## src/sinc3_seq_pkg.sv

```systemverilog
// shared constants, tables and types of the conversion timing sequencer
package sinc3_seq_pkg;

    // ----------------------------------------------------------------
    // clock and timebase
    // ----------------------------------------------------------------
    localparam int          CLK_HZ     = 25_000_000;
    localparam int          FCLK_REF_HZ = 4_096_000;
    localparam int          MOD_DIV    = 16;
    localparam int          DIV_W      = 4;
    localparam int          CNT_W      = 19;
    localparam int          NUM_RATES  = 14;
    localparam logic [1:0]  SETTLE_DISCARDS = 2'h2;

    typedef logic [CNT_W-1:0] cnt_t;

    // ----------------------------------------------------------------
    // register map (byte addresses) and fields
    // ----------------------------------------------------------------
    localparam logic [7:0]  GAIN_OFS   = 8'h00;
    localparam logic [7:0]  DRATE_OFS  = 8'h04;
    localparam logic [7:0]  CTRL_OFS   = 8'h08;
    localparam logic [7:0]  STAT_OFS   = 8'h0c;
    localparam logic [7:0]  COUNT_OFS  = 8'h10;

    localparam int          DELAY_LSB  = 0;
    localparam int          DELAY_W    = 3;
    localparam int          RATE_LSB   = 0;
    localparam int          RATE_W     = 4;
    localparam int          FILTER_BIT = 4;
    localparam int          SINGLE_BIT = 5;
    localparam int          DRATE_W    = 6;
    localparam int          START_BIT  = 0;
    localparam int          STOP_BIT   = 1;

    localparam logic [DELAY_W-1:0] GAIN_RST  = 3'h0;
    localparam logic [DRATE_W-1:0] DRATE_RST = 6'h04;

    // ----------------------------------------------------------------
    // sequencer states
    // ----------------------------------------------------------------
    typedef enum logic [4:0] {
        ST_IDLE   = 5'b00001,
        ST_DELAY  = 5'b00010,
        ST_SETTLE = 5'b00100,
        ST_FIRST  = 5'b01000,
        ST_RUN    = 5'b10000
    } seq_state_t;

    // ----------------------------------------------------------------
    // timing tables in modulator periods, index = rate code, or delay code for DELAY_TAB
    // ----------------------------------------------------------------
    localparam cnt_t FIRST_SINC [NUM_RATES] = '{
        19'd307265, 19'd153665, 19'd76865, 19'd46145, 19'd38465,
        19'd15425,  19'd12857,  19'd7745,  19'd3905,  19'd1985,
        19'd1025,   19'd808,    19'd424,   19'd232};
    localparam cnt_t FIRST_LL [NUM_RATES] = '{
        19'd104065, 19'd52865, 19'd27265, 19'd15425, 19'd14465,
        19'd5160,   19'd4329,  19'd2600,  19'd1320,  19'd680,
        19'd360,    19'd296,   19'd168,   19'd104};
    localparam cnt_t SUB_PERIOD [NUM_RATES] = '{
        19'd102400, 19'd51200, 19'd25600, 19'd15360, 19'd12800,
        19'd5120,   19'd4264,  19'd2560,  19'd1280,  19'd640,
        19'd320,    19'd256,   19'd128,   19'd64};
    localparam cnt_t DELAY_TAB [8] = '{
        19'd14, 19'd28, 19'd42, 19'd56,
        19'd70, 19'd84, 19'd98, 19'd112};

endpackage

```

## src/pin_edge_sync.sv

```systemverilog
// three-stage pin synchroniser with agreement filter and rising edge pulse
`timescale 1ns/1ps
module pin_edge_sync (
    // clock and reset
    input  wire logic i_ref_clk,
    input  wire logic i_arst_n,
    // pin and result
    input  wire logic i_pin,
    output logic      o_level,
    output logic      o_rise
);
    logic s1;
    logic s2;
    logic s3;
    logic level;
    logic next_level;
    logic rise;
    logic next_rise;

    // a change counts only once stages two and three agree
    always_comb begin
        next_level = level;
        if (s2 == s3) begin
            next_level = s3;
        end
        next_rise = next_level & ~level;
    end

    always_ff @(posedge i_ref_clk or negedge i_arst_n) begin
        if (!i_arst_n) begin
            s1    <= 1'b0;
            s2    <= 1'b0;
            s3    <= 1'b0;
            level <= 1'b0;
            rise  <= 1'b0;
        end else begin
            s1    <= i_pin;
            s2    <= s1;
            s3    <= s2;
            level <= next_level;
            rise  <= next_rise;
        end
    end

    assign o_level = level;
    assign o_rise  = rise;
endmodule

```

## src/mod_tick_div.sv

```systemverilog
// divider giving one enable pulse per modulator period
`timescale 1ns/1ps
module mod_tick_div
    import sinc3_seq_pkg::*;
(
    // clock and reset
    input  wire logic i_ref_clk,
    input  wire logic i_arst_n,
    // control and tick
    input  wire logic i_clear,
    output logic      o_tick
);
    logic [DIV_W-1:0] div;
    logic [DIV_W-1:0] next_div;
    logic             last;

    assign last = (div == DIV_W'(MOD_DIV - 1));

    // clearing realigns the period so the first tick is a full period away
    always_comb begin
        next_div = last ? '0 : div + 1'b1;
        if (i_clear) begin
            next_div = '0;
        end
    end

    always_ff @(posedge i_ref_clk or negedge i_arst_n) begin
        if (!i_arst_n) begin
            div <= '0;
        end else begin
            div <= next_div;
        end
    end

    assign o_tick = last & ~i_clear;
endmodule

```

## src/sinc3_conversion_timing_sequencer.sv

```systemverilog
// conversion timing sequencer with apb register slave
`timescale 1ns/1ps
module sinc3_conversion_timing_sequencer
    import sinc3_seq_pkg::*;
#(
    parameter sinc3_seq_pkg::cnt_t SIM_COUNT_CAP = 19'h7ffff
) (
    // clock and reset
    input  wire logic        i_ref_clk,
    input  wire logic        i_arst_n,
    // apb slave
    input  wire logic        i_psel,
    input  wire logic        i_penable,
    input  wire logic        i_pwrite,
    input  wire logic [7:0]  i_paddr,
    input  wire logic [31:0] i_pwdata,
    output logic [31:0]      o_prdata,
    output logic             o_pready,
    output logic             o_pslverr,
    // start sources
    input  wire logic        i_start_pin,
    input  wire logic        i_start_cmd,
    // conversion events and status
    output logic             o_data_ready,
    output logic             o_discard,
    output logic             o_busy,
    output logic             o_filter_sinc
);
    import sinc3_seq_pkg::*;

    // ----------------------------------------------------------------
    // table lookups
    // ----------------------------------------------------------------
    // codes above the table use the fastest rate
    function automatic logic [3:0] rate_idx(input logic [RATE_W-1:0] code);
        rate_idx = (code > 4'(NUM_RATES - 1)) ? 4'(NUM_RATES - 1) : code;
    endfunction

    // long counts saturate at the cap so a simulation can shorten them
    function automatic cnt_t capped(input cnt_t n);
        cnt_t v;
        v = (n > SIM_COUNT_CAP) ? SIM_COUNT_CAP : n;
        capped = (v == '0) ? cnt_t'(1) : v;
    endfunction

    function automatic cnt_t sub_len(input logic [RATE_W-1:0] code);
        sub_len = capped(SUB_PERIOD[rate_idx(code)]);
    endfunction

    // sinc3 first result minus the two suppressed periods already spent
    function automatic cnt_t first_len(input logic [RATE_W-1:0] code,
                                       input logic sinc);
        cnt_t t;
        cnt_t s;
        t = sinc ? FIRST_SINC[rate_idx(code)] : FIRST_LL[rate_idx(code)];
        s = SUB_PERIOD[rate_idx(code)];
        if (sinc) begin
            t = t - {s[CNT_W-2:0], 1'b0};
        end
        first_len = capped(t);
    endfunction

    // ----------------------------------------------------------------
    // apb decode
    // ----------------------------------------------------------------
    logic bus_wr;
    logic bus_setup;
    logic addr_ok;

    // unmapped writes match no decode below, so they change nothing
    assign bus_wr    = i_psel & i_penable & i_pwrite;
    assign bus_setup = i_psel & ~i_penable;
    // five words are mapped; any other address answers with an error
    assign addr_ok   = (i_paddr == GAIN_OFS)  | (i_paddr == DRATE_OFS) |
                       (i_paddr == CTRL_OFS)  | (i_paddr == STAT_OFS)  |
                       (i_paddr == COUNT_OFS);

    // zero wait states; read data was captured in the setup cycle
    assign o_pready  = i_psel & i_penable;
    assign o_pslverr = i_psel & i_penable & ~addr_ok;

    // ----------------------------------------------------------------
    // start sources
    // ----------------------------------------------------------------
    logic pin_rise;
    logic tick;
    logic start_req;
    logic stop_req;

    // a pin edge reaches start_req four clocks after the pin rises
    pin_edge_sync u_pin_sync (
        .i_ref_clk (i_ref_clk),
        .i_arst_n  (i_arst_n),
        .i_pin     (i_start_pin),
        .o_level   (),
        .o_rise    (pin_rise)
    );

    assign start_req = pin_rise | i_start_cmd |
                       (bus_wr & (i_paddr == CTRL_OFS) & i_pwdata[START_BIT]);
    // control bits are strobes; the control word itself is not stored
    assign stop_req  = bus_wr & (i_paddr == CTRL_OFS) & i_pwdata[STOP_BIT];

    // start clears the divider so the first period is a whole one
    // sixteen clocks per period
    mod_tick_div u_div (
        .i_ref_clk (i_ref_clk),
        .i_arst_n  (i_arst_n),
        .i_clear   (start_req),
        .o_tick    (tick)
    );

    // ----------------------------------------------------------------
    // configuration registers
    // ----------------------------------------------------------------
    logic [DELAY_W-1:0] gain_reg;
    logic [DELAY_W-1:0] next_gain_reg;
    logic [DRATE_W-1:0] drate_reg;
    logic [DRATE_W-1:0] next_drate_reg;
    logic [31:0]        rdata;
    logic [31:0]        next_rdata;

    // ----------------------------------------------------------------
    // sequencer state
    // ----------------------------------------------------------------
    seq_state_t         state;
    seq_state_t         next_state;
    cnt_t               cnt;
    cnt_t               next_cnt;
    logic [1:0]         disc_cnt;
    logic [1:0]         next_disc_cnt;
    // run copies freeze the settings taken at start
    logic [RATE_W-1:0]  run_rate;
    logic [RATE_W-1:0]  next_run_rate;
    logic               run_sinc;
    logic               next_run_sinc;
    logic               run_single;
    logic               next_run_single;
    logic               ready;
    logic               next_ready;
    logic               discard;
    logic               next_discard;
    logic [15:0]        result_cnt;
    logic [15:0]        next_result_cnt;
    logic               done;

    // a count of one on a tick closes the current interval
    assign done = tick & (cnt == cnt_t'(1));

    // ----------------------------------------------------------------
    // configuration write path
    // ----------------------------------------------------------------
    always_comb begin
        next_gain_reg  = gain_reg;
        next_drate_reg = drate_reg;
        if (bus_wr & (i_paddr == GAIN_OFS)) begin
            next_gain_reg = i_pwdata[DELAY_LSB +: DELAY_W];
        end
        if (bus_wr & (i_paddr == DRATE_OFS)) begin
            next_drate_reg = i_pwdata[DRATE_W-1:0];
        end
    end

    // ----------------------------------------------------------------
    // read data
    // ----------------------------------------------------------------
    always_comb begin
        next_rdata = rdata;
        if (bus_setup & ~i_pwrite) begin
            case (i_paddr)
                GAIN_OFS:  next_rdata = {29'h0, gain_reg};
                DRATE_OFS: next_rdata = {26'h0, drate_reg};
                // only the top count bits, enough to watch progress
                STAT_OFS:  next_rdata = {20'h0, cnt[CNT_W-1:CNT_W-5],
                                         disc_cnt, state};
                COUNT_OFS: next_rdata = {16'h0, result_cnt};
                default:   next_rdata = 32'h0;
            endcase
        end
    end

    // ----------------------------------------------------------------
    // sequencer next state
    // ----------------------------------------------------------------
    always_comb begin
        next_state      = state;
        next_cnt        = cnt;
        next_disc_cnt   = disc_cnt;
        next_run_rate   = run_rate;
        next_run_sinc   = run_sinc;
        next_run_single = run_single;
        // event pulses last a single clock
        next_ready      = 1'b0;
        next_discard    = 1'b0;
        next_result_cnt = result_cnt;
        if (start_req) begin
            // settings are frozen for the whole run
            next_run_rate   = drate_reg[RATE_LSB +: RATE_W];
            next_run_sinc   = ~drate_reg[FILTER_BIT];
            next_run_single = drate_reg[SINGLE_BIT];
            // a sinc3 restart discards two unsettled results again
            next_disc_cnt   = '0;
            // delay ahead of the first conversion
            next_cnt        = capped(DELAY_TAB[gain_reg]);
            next_state      = ST_DELAY;
        // a start in the same cycle outranks the stop
        end else if (stop_req) begin
            next_state = ST_IDLE;
            next_cnt   = '0;
        end else if (tick && state != ST_IDLE) begin
            // counts run down one per modulator period
            next_cnt = cnt - 1'b1;
            if (done) begin
                case (state)
                    ST_DELAY: begin
                        if (run_sinc) begin
                            next_cnt   = sub_len(run_rate);
                            next_state = ST_SETTLE;
                        end else begin
                            next_cnt   = first_len(run_rate, 1'b0);
                            next_state = ST_FIRST;
                        end
                    end
                    ST_SETTLE: begin
                        next_discard  = 1'b1;
                        next_disc_cnt = disc_cnt + 1'b1;
                        if (next_disc_cnt == SETTLE_DISCARDS) begin
                            next_cnt   = first_len(run_rate, 1'b1);
                            next_state = ST_FIRST;
                        end else begin
                            next_cnt = sub_len(run_rate);
                        end
                    end
                    ST_FIRST: begin
                        next_ready      = 1'b1;
                        next_result_cnt = result_cnt + 1'b1;
                        if (run_single) begin
                            next_state = ST_IDLE;
                            next_cnt   = '0;
                        end else begin
                            next_cnt   = sub_len(run_rate);
                            next_state = ST_RUN;
                        end
                    end
                    ST_RUN: begin
                        next_ready      = 1'b1;
                        next_result_cnt = result_cnt + 1'b1;
                        next_cnt        = sub_len(run_rate);
                    end
                    default: begin
                        next_state = ST_IDLE;
                        next_cnt   = '0;
                    end
                endcase
            end
        end
    end

    // ----------------------------------------------------------------
    // register stages
    // ----------------------------------------------------------------
    // configuration group
    always_ff @(posedge i_ref_clk or negedge i_arst_n) begin
        if (!i_arst_n) begin
            gain_reg  <= GAIN_RST;
            drate_reg <= DRATE_RST;
        end else begin
            gain_reg  <= next_gain_reg;
            drate_reg <= next_drate_reg;
        end
    end

    // read data group
    always_ff @(posedge i_ref_clk or negedge i_arst_n) begin
        if (!i_arst_n) begin
            rdata <= 32'h0;
        end else begin
            rdata <= next_rdata;
        end
    end

    // the interval count cnt is in modulator periods of the input clock
    always_ff @(posedge i_ref_clk or negedge i_arst_n) begin
        if (!i_arst_n) begin
            state      <= ST_IDLE;
            cnt        <= '0;
            disc_cnt   <= 2'h0;
            run_rate   <= 4'h0;
            run_sinc   <= 1'b1;
            run_single <= 1'b0;
            ready      <= 1'b0;
            discard    <= 1'b0;
            result_cnt <= 16'h0;
        end else begin
            state      <= next_state;
            cnt        <= next_cnt;
            disc_cnt   <= next_disc_cnt;
            run_rate   <= next_run_rate;
            run_sinc   <= next_run_sinc;
            run_single <= next_run_single;
            ready      <= next_ready;
            discard    <= next_discard;
            result_cnt <= next_result_cnt;
        end
    end

    // ----------------------------------------------------------------
    // outputs
    // ----------------------------------------------------------------
    assign o_prdata      = rdata;
    assign o_data_ready  = ready;
    assign o_discard     = discard;
    // busy follows the state register, not the start strobes
    assign o_busy        = (state != ST_IDLE);
    // the flag shows the inverse of the programmed bit; a running conversion keeps its copy
    assign o_filter_sinc = ~drate_reg[FILTER_BIT];
endmodule

```

## config.mk

```make
export PLATFORM = sky130hd
export DESIGN_NAME = sinc3_conversion_timing_sequencer
export DESIGN_NICKNAME = d
export VERILOG_FILES = /design/src/sinc3_seq_pkg.sv /design/src/pin_edge_sync.sv /design/src/mod_tick_div.sv /design/src/sinc3_conversion_timing_sequencer.sv
export SDC_FILE = /design/constraint.sdc
export NUM_CORES = 1
export LEC_CHECK = 0
export BUFFER_PORTS_ARGS = -buffer_cell sky130_fd_sc_hd__buf_2
export CAP_MARGIN = 20
export CORE_MARGIN = 4
export CORE_UTILIZATION = 35
export CTS_CLUSTER_DIAMETER = 60
export DETAILED_ROUTE_END_ITERATION = 10
export PLACE_DENSITY = 0.55
export REMOVE_ABC_BUFFERS = 1
export SYNTH_ARGS = -nofsm -noshare
export SYNTH_HDL_FRONTEND = slang
export SYNTH_HIERARCHICAL = 1
export SYNTH_SLANG_ARGS = --single-unit
```

## constraint.sdc

```tcl
create_clock -name i_ref_clk -period 6.3 [get_ports i_ref_clk]
set_clock_uncertainty 0.05 [all_clocks]
set_input_delay 0.63 -clock i_ref_clk [delete_from_list [all_inputs] [get_ports i_ref_clk]]
set_output_delay 0.63 -clock i_ref_clk [all_outputs]
set_load 0.02 [all_outputs]
```

==> flow_metrics.tcl, run 1 <==
set metrics [dict create \
    synth_seq_cells 84 \
    setup_violations 0 \
    place_hpwl_um 12010 \
    ctsHoldBuffers 0 \
    max_cap_violations 0 \
    routabilityCongestion 0.9176 \
    worstMarginPinSlew_ns 0.9293 \
    layout_worst_path_cycle_share_pct 75.84 \
    drv_slew 0 \
    critPathArrivalTime_ns 4.96 \
    diodes 0 \
    io_pins 85 \
    routed-via-count 5320 \
    grt_max_degree 85 \
    max_stage_delay_ns 0.93 \
    grt_pass1_wl_um 26280 \
    dieWidth_um 138.0 \
    die_area_um2 19040 \
    pre_cts_slack_ns 1.613 \
    cts_max_path_buffers 2 \
    regMostFlops "cnt" \
    critPathBufInv 1 \
    crit_type "reg2reg" \
    p_switching_w 0.0003553 \
    cp-start-kind "flop" \
    io_buffers 42 \
    synth_edf_count 0 \
    setup_tns_ns 0 \
    cts_resized 0 \
    viasPerCell 5.666 \
    drc_errors 0 \
    regArea_um2 2106 \
    routed_wl_um 16210 \
    grt_util_all_layers_pct 17.42 \
    synth_area_per_cell_um2 8.508 \
    swShare_pct 27.45 \
    path_cells "nand2_1, and2_1, ha_1, nor2b_1, a21oi_1, nor2_1, a21oi_1, inv_1, ha_1, o21a_1, o221a_4, a2111o_1, a2111oi_0, nor4b_1, o221a_2" \
    synth-seq-area-share_pct 35.61 \
    layout_commonest_cell "dfrtp_1" \
    ant_nets 0 \
    p_leak_nw 2.878 \
    critical_path_peak_fanout 31 \
    hp-class "in2async" \
    clkSlewWorstSetupHoldPaths_ns 0.06 \
    ys.flop_type "dfrtp_1" \
    regToRegSetupSlack_ns 1.52 \
    syn_inst 695 \
    yosysWarnings 6 \
    drive_above_1_share_pct 13.35 \
    drtIter0Drc 572 \
    reg2reg_from "run_rate[2]" \
    nFillCells 1693 \
    grt_pass1_vias 5084 \
    cts-htree-levels 3 \
    ys_types 80 \
    path_depth 15 \
    cts_sinks 84 \
    async_flop_share_pct 100.0 \
    reg2reg_depth 15 \
    grt.overflow.total 0 \
    antenna_found_initial 0 \
    critPathRequiredTime_ns 6.48 \
    rows 47 \
    seqPwrFrac_pct 44.3 \
    internal_power_w 0.0009393 \
    postCtsSetupRepairBufs 0 \
    synth_area_um2 5913 \
    start_util_pct 35.66 \
    r2r-end "cnt[18]" \
    pwr-share-comb_pct 14.1 \
    largest_reg_flops 19 \
    multiInputGateArea_um2 3505 \
    area_growth_pct 10.52 \
    layout.nets 784 \
    firstDrtPassIters 5 \
    fin_ws_ns 1.522 \
    post_drt_wl_per_cell_um 17.26 \
    die-height_um 138.0 \
    outcome "finished clean" \
    finalHoldViolCount 0 \
    p_per_area_nw_per_um2 198.1 \
    fmax_ghz 0.2093 \
    ir_drop_uv 270.0 \
    cp-startpoint "run_rate[2]" \
    rsz0062_at_grt "false" \
    crit_family "compound AO/OA/AOI/OAI gates" \
    core_area_um2 16580 \
    ctsRootBufferMaster "clkbuf_16" \
    fin_crit_ns 4.778 \
    end_kind "flop" \
    mostFrequentLayoutCells "dfrtp_1, nand2_1, nor2_1, buf_2, a21oi_1" \
    p_clk_share_pct 41.6 \
    slowest_stage "dfrtp_1" \
    clock_latency_ns 0.34 \
    numCtsBuffers 9 \
    tritoncts "done" \
    slew_headroom_pct 37.67 \
]
==> kinds of logic (layout without fill, tap and decap cells) <==
logic type | after synthesis | after routing | synth area share, %
other cells | 1 | 16 | 0.06342
xor+xnor | 30 | 30 | 4.443
mux | 20 | 20 | 3.597
fa+ha+maj | 24 | 24 | 5.057
compound gates | 176 | 176 | 20.91
simple gates | 284 | 284 | 24.25
buf+inv | 76 | 85 | 6.073
flops | 84 | 84 | 35.61
==> layout make-up <==
type,instances,share of cell area [%]
clock buffer,11,3.714
clock inverter,5,0.9382
inverter,24,1.379
multi-input combinational,550,53.63
sequential,84,32.22
tap,220,4.212
timing repair buffer,45,3.906
==> through the flow <==
step / cell area (µm²) / hold WS (ns) / instances / util, % / total power, W
final: 6535 / 0.1157 / 939 / 39.41 / 0.001295
after global routing: 6535 / 0.1171 / 939 / 39.41 / 0.001357
after CTS: 6507 / 0.3184 / 938 / 39.24 / 0.001309
after detailed placement: 6203 / 0.3029 / 922 / 37.41 / 0.0007632
after global placement: 6203 / 0.2952 / 922 / 37.41 / 0.0007580
after floorplan: 5700 / 0.2812 / 658 / - / 0.0007006
==> Yosys cell counts (6+ instances only) <==
cell type  count  area share (%)
a21o_1        12             1.5
a21oi_1       40             3.4
a221oi_1       9             1.3
a31oi_1        9            0.95
and2_1         9            0.95
and3_1        17             1.8
buf_2         11            0.93
buf_4         16             2.0
clkbuf_1      22             1.4
dfrtp_1       81              34
ha_1          23             4.9
inv_1         23             1.5
mux2_2        10             1.9
mux2i_1       10             1.7
nand2_1       79             5.0
nand2b_1       9            0.95
nand3_1       16             1.4
nand4_1        9            0.95
nor2_1        67             4.3
nor2b_1        9            0.95
nor3_1        23             1.9
nor4_1         7            0.74
o21ai_0       37             3.1
or2_2          6            0.63
xnor2_1       20             3.0
xor2_1        10             1.5
==> how the worst max path moves through the flow <==
stage / endpoint
after floorplan: cnt[0]
after global placement: cnt[3]
after detailed placement: cnt[18]
after CTS: cnt[18]
after global routing: cnt[17]
final: cnt[18]
==> metal layers <==
metal | global-route usage [%] | vias to the layer above | wire length (µm)
met1 | 24.50 | 2610 | 7581
met5 | 0 | - | 0
met3 | 3.374 | 29 | 796
met4 | 4.116 | 0 | 267
li1 | - | 2532 | -
met2 | 27.79 | 149 | 7563
==> power by group through the flow <==
stage	registers [W]	logic, W	clock network (W)
final	0.000574	0.000182	0.000539
after global routing	0.000576	0.000203	0.000578
after CTS	0.000573	0.000180	0.000555
after detailed placement	0.000584	0.000180	0
after global placement	0.000583	0.000175	0
after floorplan	0.000587	0.000114	0
No activity file was read; power rests on OpenSTA's default activity.
==> run 2: changes to the inputs <==
- clock period: 6.3 -> 4.4 ns (I/O delays scaled with it)
==> run 2 against run 1 <==
Net effect:
- clock power grew 42%
- final cell count increased by 1.8%
- cell area grew 1.9%
- sequential cell count unchanged
- combinational power rose by 47%
- global-route usage barely moved
- non-clock buffer count grew 17
==> flow_metrics.tcl, run 2 (same netlist as run 1, synthesis figures left out) <==
set metrics [dict create \
    clkSlewWorstSetupHoldPaths_ns 0.06 \
    cp-startpoint "run_rate[3]" \
    ctsHoldBuffers 0 \
    tritoncts "done" \
    area_growth_pct 12.63 \
    slew_headroom_pct 38.38 \
    viasPerCell 5.546 \
    grt_pass1_wl_um 26450 \
    grt_util_all_layers_pct 17.46 \
    io_buffers 42 \
    io_pins 85 \
    r2r-end "cnt[17]" \
    crit_type "reg2reg" \
    layout_worst_path_cycle_share_pct 89.97 \
    die_area_um2 19040 \
    core_area_um2 16580 \
    fin_crit_ns 3.959 \
    p_leak_nw 2.962 \
    layout_commonest_cell "dfrtp_1" \
    place_area_um2 6324 \
    reg2reg_from "run_rate[3]" \
    max_cap_violations 0 \
    cp-start-kind "flop" \
    wl_met3_um 861 \
    grt_max_degree 85 \
    reg2reg_depth 16 \
    setup_tns_ns 0 \
    die-height_um 138.0 \
    rows 47 \
    drtIter0Drc 425 \
    antenna_found_initial 0 \
    met2_length_um 7643 \
    pre_cts_slack_ns 0.4282 \
    start_util_pct 35.66 \
    critPathRequiredTime_ns 4.60 \
    fmax_ghz 0.2526 \
    setup_violations 0 \
    clock_latency_ns 0.34 \
    layout.nets 801 \
    routabilityCongestion 0.8909 \
    finalHoldViolCount 0 \
    rsz0062_at_grt "false" \
    cts-htree-levels 3 \
    crit_family "compound AO/OA/AOI/OAI gates" \
    cts_sinks 84 \
    ir_drop_uv 255.1 \
    met1_length_um 7343 \
    outcome "finished clean" \
    mostFrequentLayoutCells "dfrtp_1, nand2_1, nor2_1, buf_2, a21oi_1" \
    grt_pass1_vias 5097 \
    drive_above_1_share_pct 15.35 \
    critPathArrivalTime_ns 4.16 \
    routed_wl_um 16220 \
    max_stage_delay_ns 0.52 \
    dieWidth_um 138.0 \
    regToRegSetupSlack_ns 0.44 \
    hp-class "in2reg" \
    cts_resized 0 \
    grt.overflow.total 0 \
    slowest_stage "dfrtp_1" \
    critPathBufInv 1 \
    numCtsBuffers 9 \
    path_cells "nand2_1, and2_1, ha_1, nor2b_1, a21oi_1, nor2_1, a21oi_1, inv_1, ha_1, o21a_1, o221a_4, a2111o_1, a31oi_1, xnor2_1, a31oi_1, nor3_1" \
    routed-via-count 5302 \
    fin_ws_ns 0.4413 \
    drv_slew 0 \
    path_depth 16 \
    routed.top_layer "met4" \
    end_kind "flop" \
    final_cell_area_um2 6660 \
    ant_nets 0 \
    regMostFlops "cnt" \
    diodes 0 \
    firstDrtPassIters 7 \
    largest_reg_flops 19 \
    ctsRootBufferMaster "clkbuf_16" \
    drc_errors 0 \
    place_hpwl_um 12250 \
    cp-endpoint "cnt[17]" \
    cts_max_path_buffers 2 \
    critical_path_peak_fanout 11 \
    postCtsSetupRepairBufs 0 \
    p_per_area_nw_per_um2 277.9 \
    worstMarginPinSlew_ns 0.9188 \
    post_drt_wl_per_cell_um 16.96 \
]
## run 2: routing by layer
metal | track usage (%) | up-vias
li1 | - | 2560
met1 | 24.43 | 2542
met2 | 27.52 | 167
met3 | 2.939 | 33
met4 | 5.708 | 0
met5 | 0 | -
## run 2: stage by stage
stage                     instances  util [%]  power (W)  hold WS [ns]
final                           956     40.16   0.001851        0.1543
after global routing            956     40.16   0.001942        0.1449
after CTS                       954     39.94   0.001868        0.1409
after detailed placement        938     38.13   0.001097        0.2971
after global placement          938     38.13   0.001090        0.2956
after floorplan                 658         -   0.001003       0.09441
## run 2: how the worst min path moves through the flow
stage | from | endpoint | slack (ns) | cells after the start
2_1_floorplan | i_arst_n | cnt[0] | 0.09 | 0
3_3_place_gp | u_pin_sync/s1 | u_pin_sync/s2 | 0.30 | 0
3_5_place_dp | u_pin_sync/s1 | u_pin_sync/s2 | 0.30 | 0
4_1_cts | i_start_pin | u_pin_sync/s1 | 0.14 | 1
5_1_grt | i_start_pin | u_pin_sync/s1 | 0.14 | 1
6_report | i_start_pin | u_pin_sync/s1 | 0.15 | 1
## run 2: worst reg2reg max path: stages (launching register included)
cell and delay (ns):
dfrtp_1 0.52, nand2_1 0.14, and2_1 0.23, ha_1 0.20, nor2b_1 0.14, a21oi_1 0.13
nor2_1 0.07, a21oi_1 0.16, inv_1 0.06, ha_1 0.33, o21a_1 0.26, o221a_4 0.29
a2111o_1 0.44, a31oi_1 0.35, xnor2_1 0.18, a31oi_1 0.12, nor3_1 0.19
## run 2: area by class of cell
| cell class | instances | area (µm²) |
|---|---|---|
| multi-input combinational | 550 | 3505 |
| timing repair buffer | 62 | 385.4 |
| fill | 1686 | 9923 |
| sequential | 84 | 2106 |
| inverter | 24 | 90.09 |
| clock inverter | 7 | 73.82 |
| tap | 220 | 275.3 |
| clock buffer | 9 | 225.2 |
## run 2: where the power goes
group,total (W),leakage (nW),switching (W),internal [W]
sequential,0.000819,1.11,0.0000224,0.000796
combinational,0.000268,1.70,0.000173,0.0000949
clock,0.000764,0.147,0.000320,0.000444
total,0.00185,2.96,0.000516,0.00133
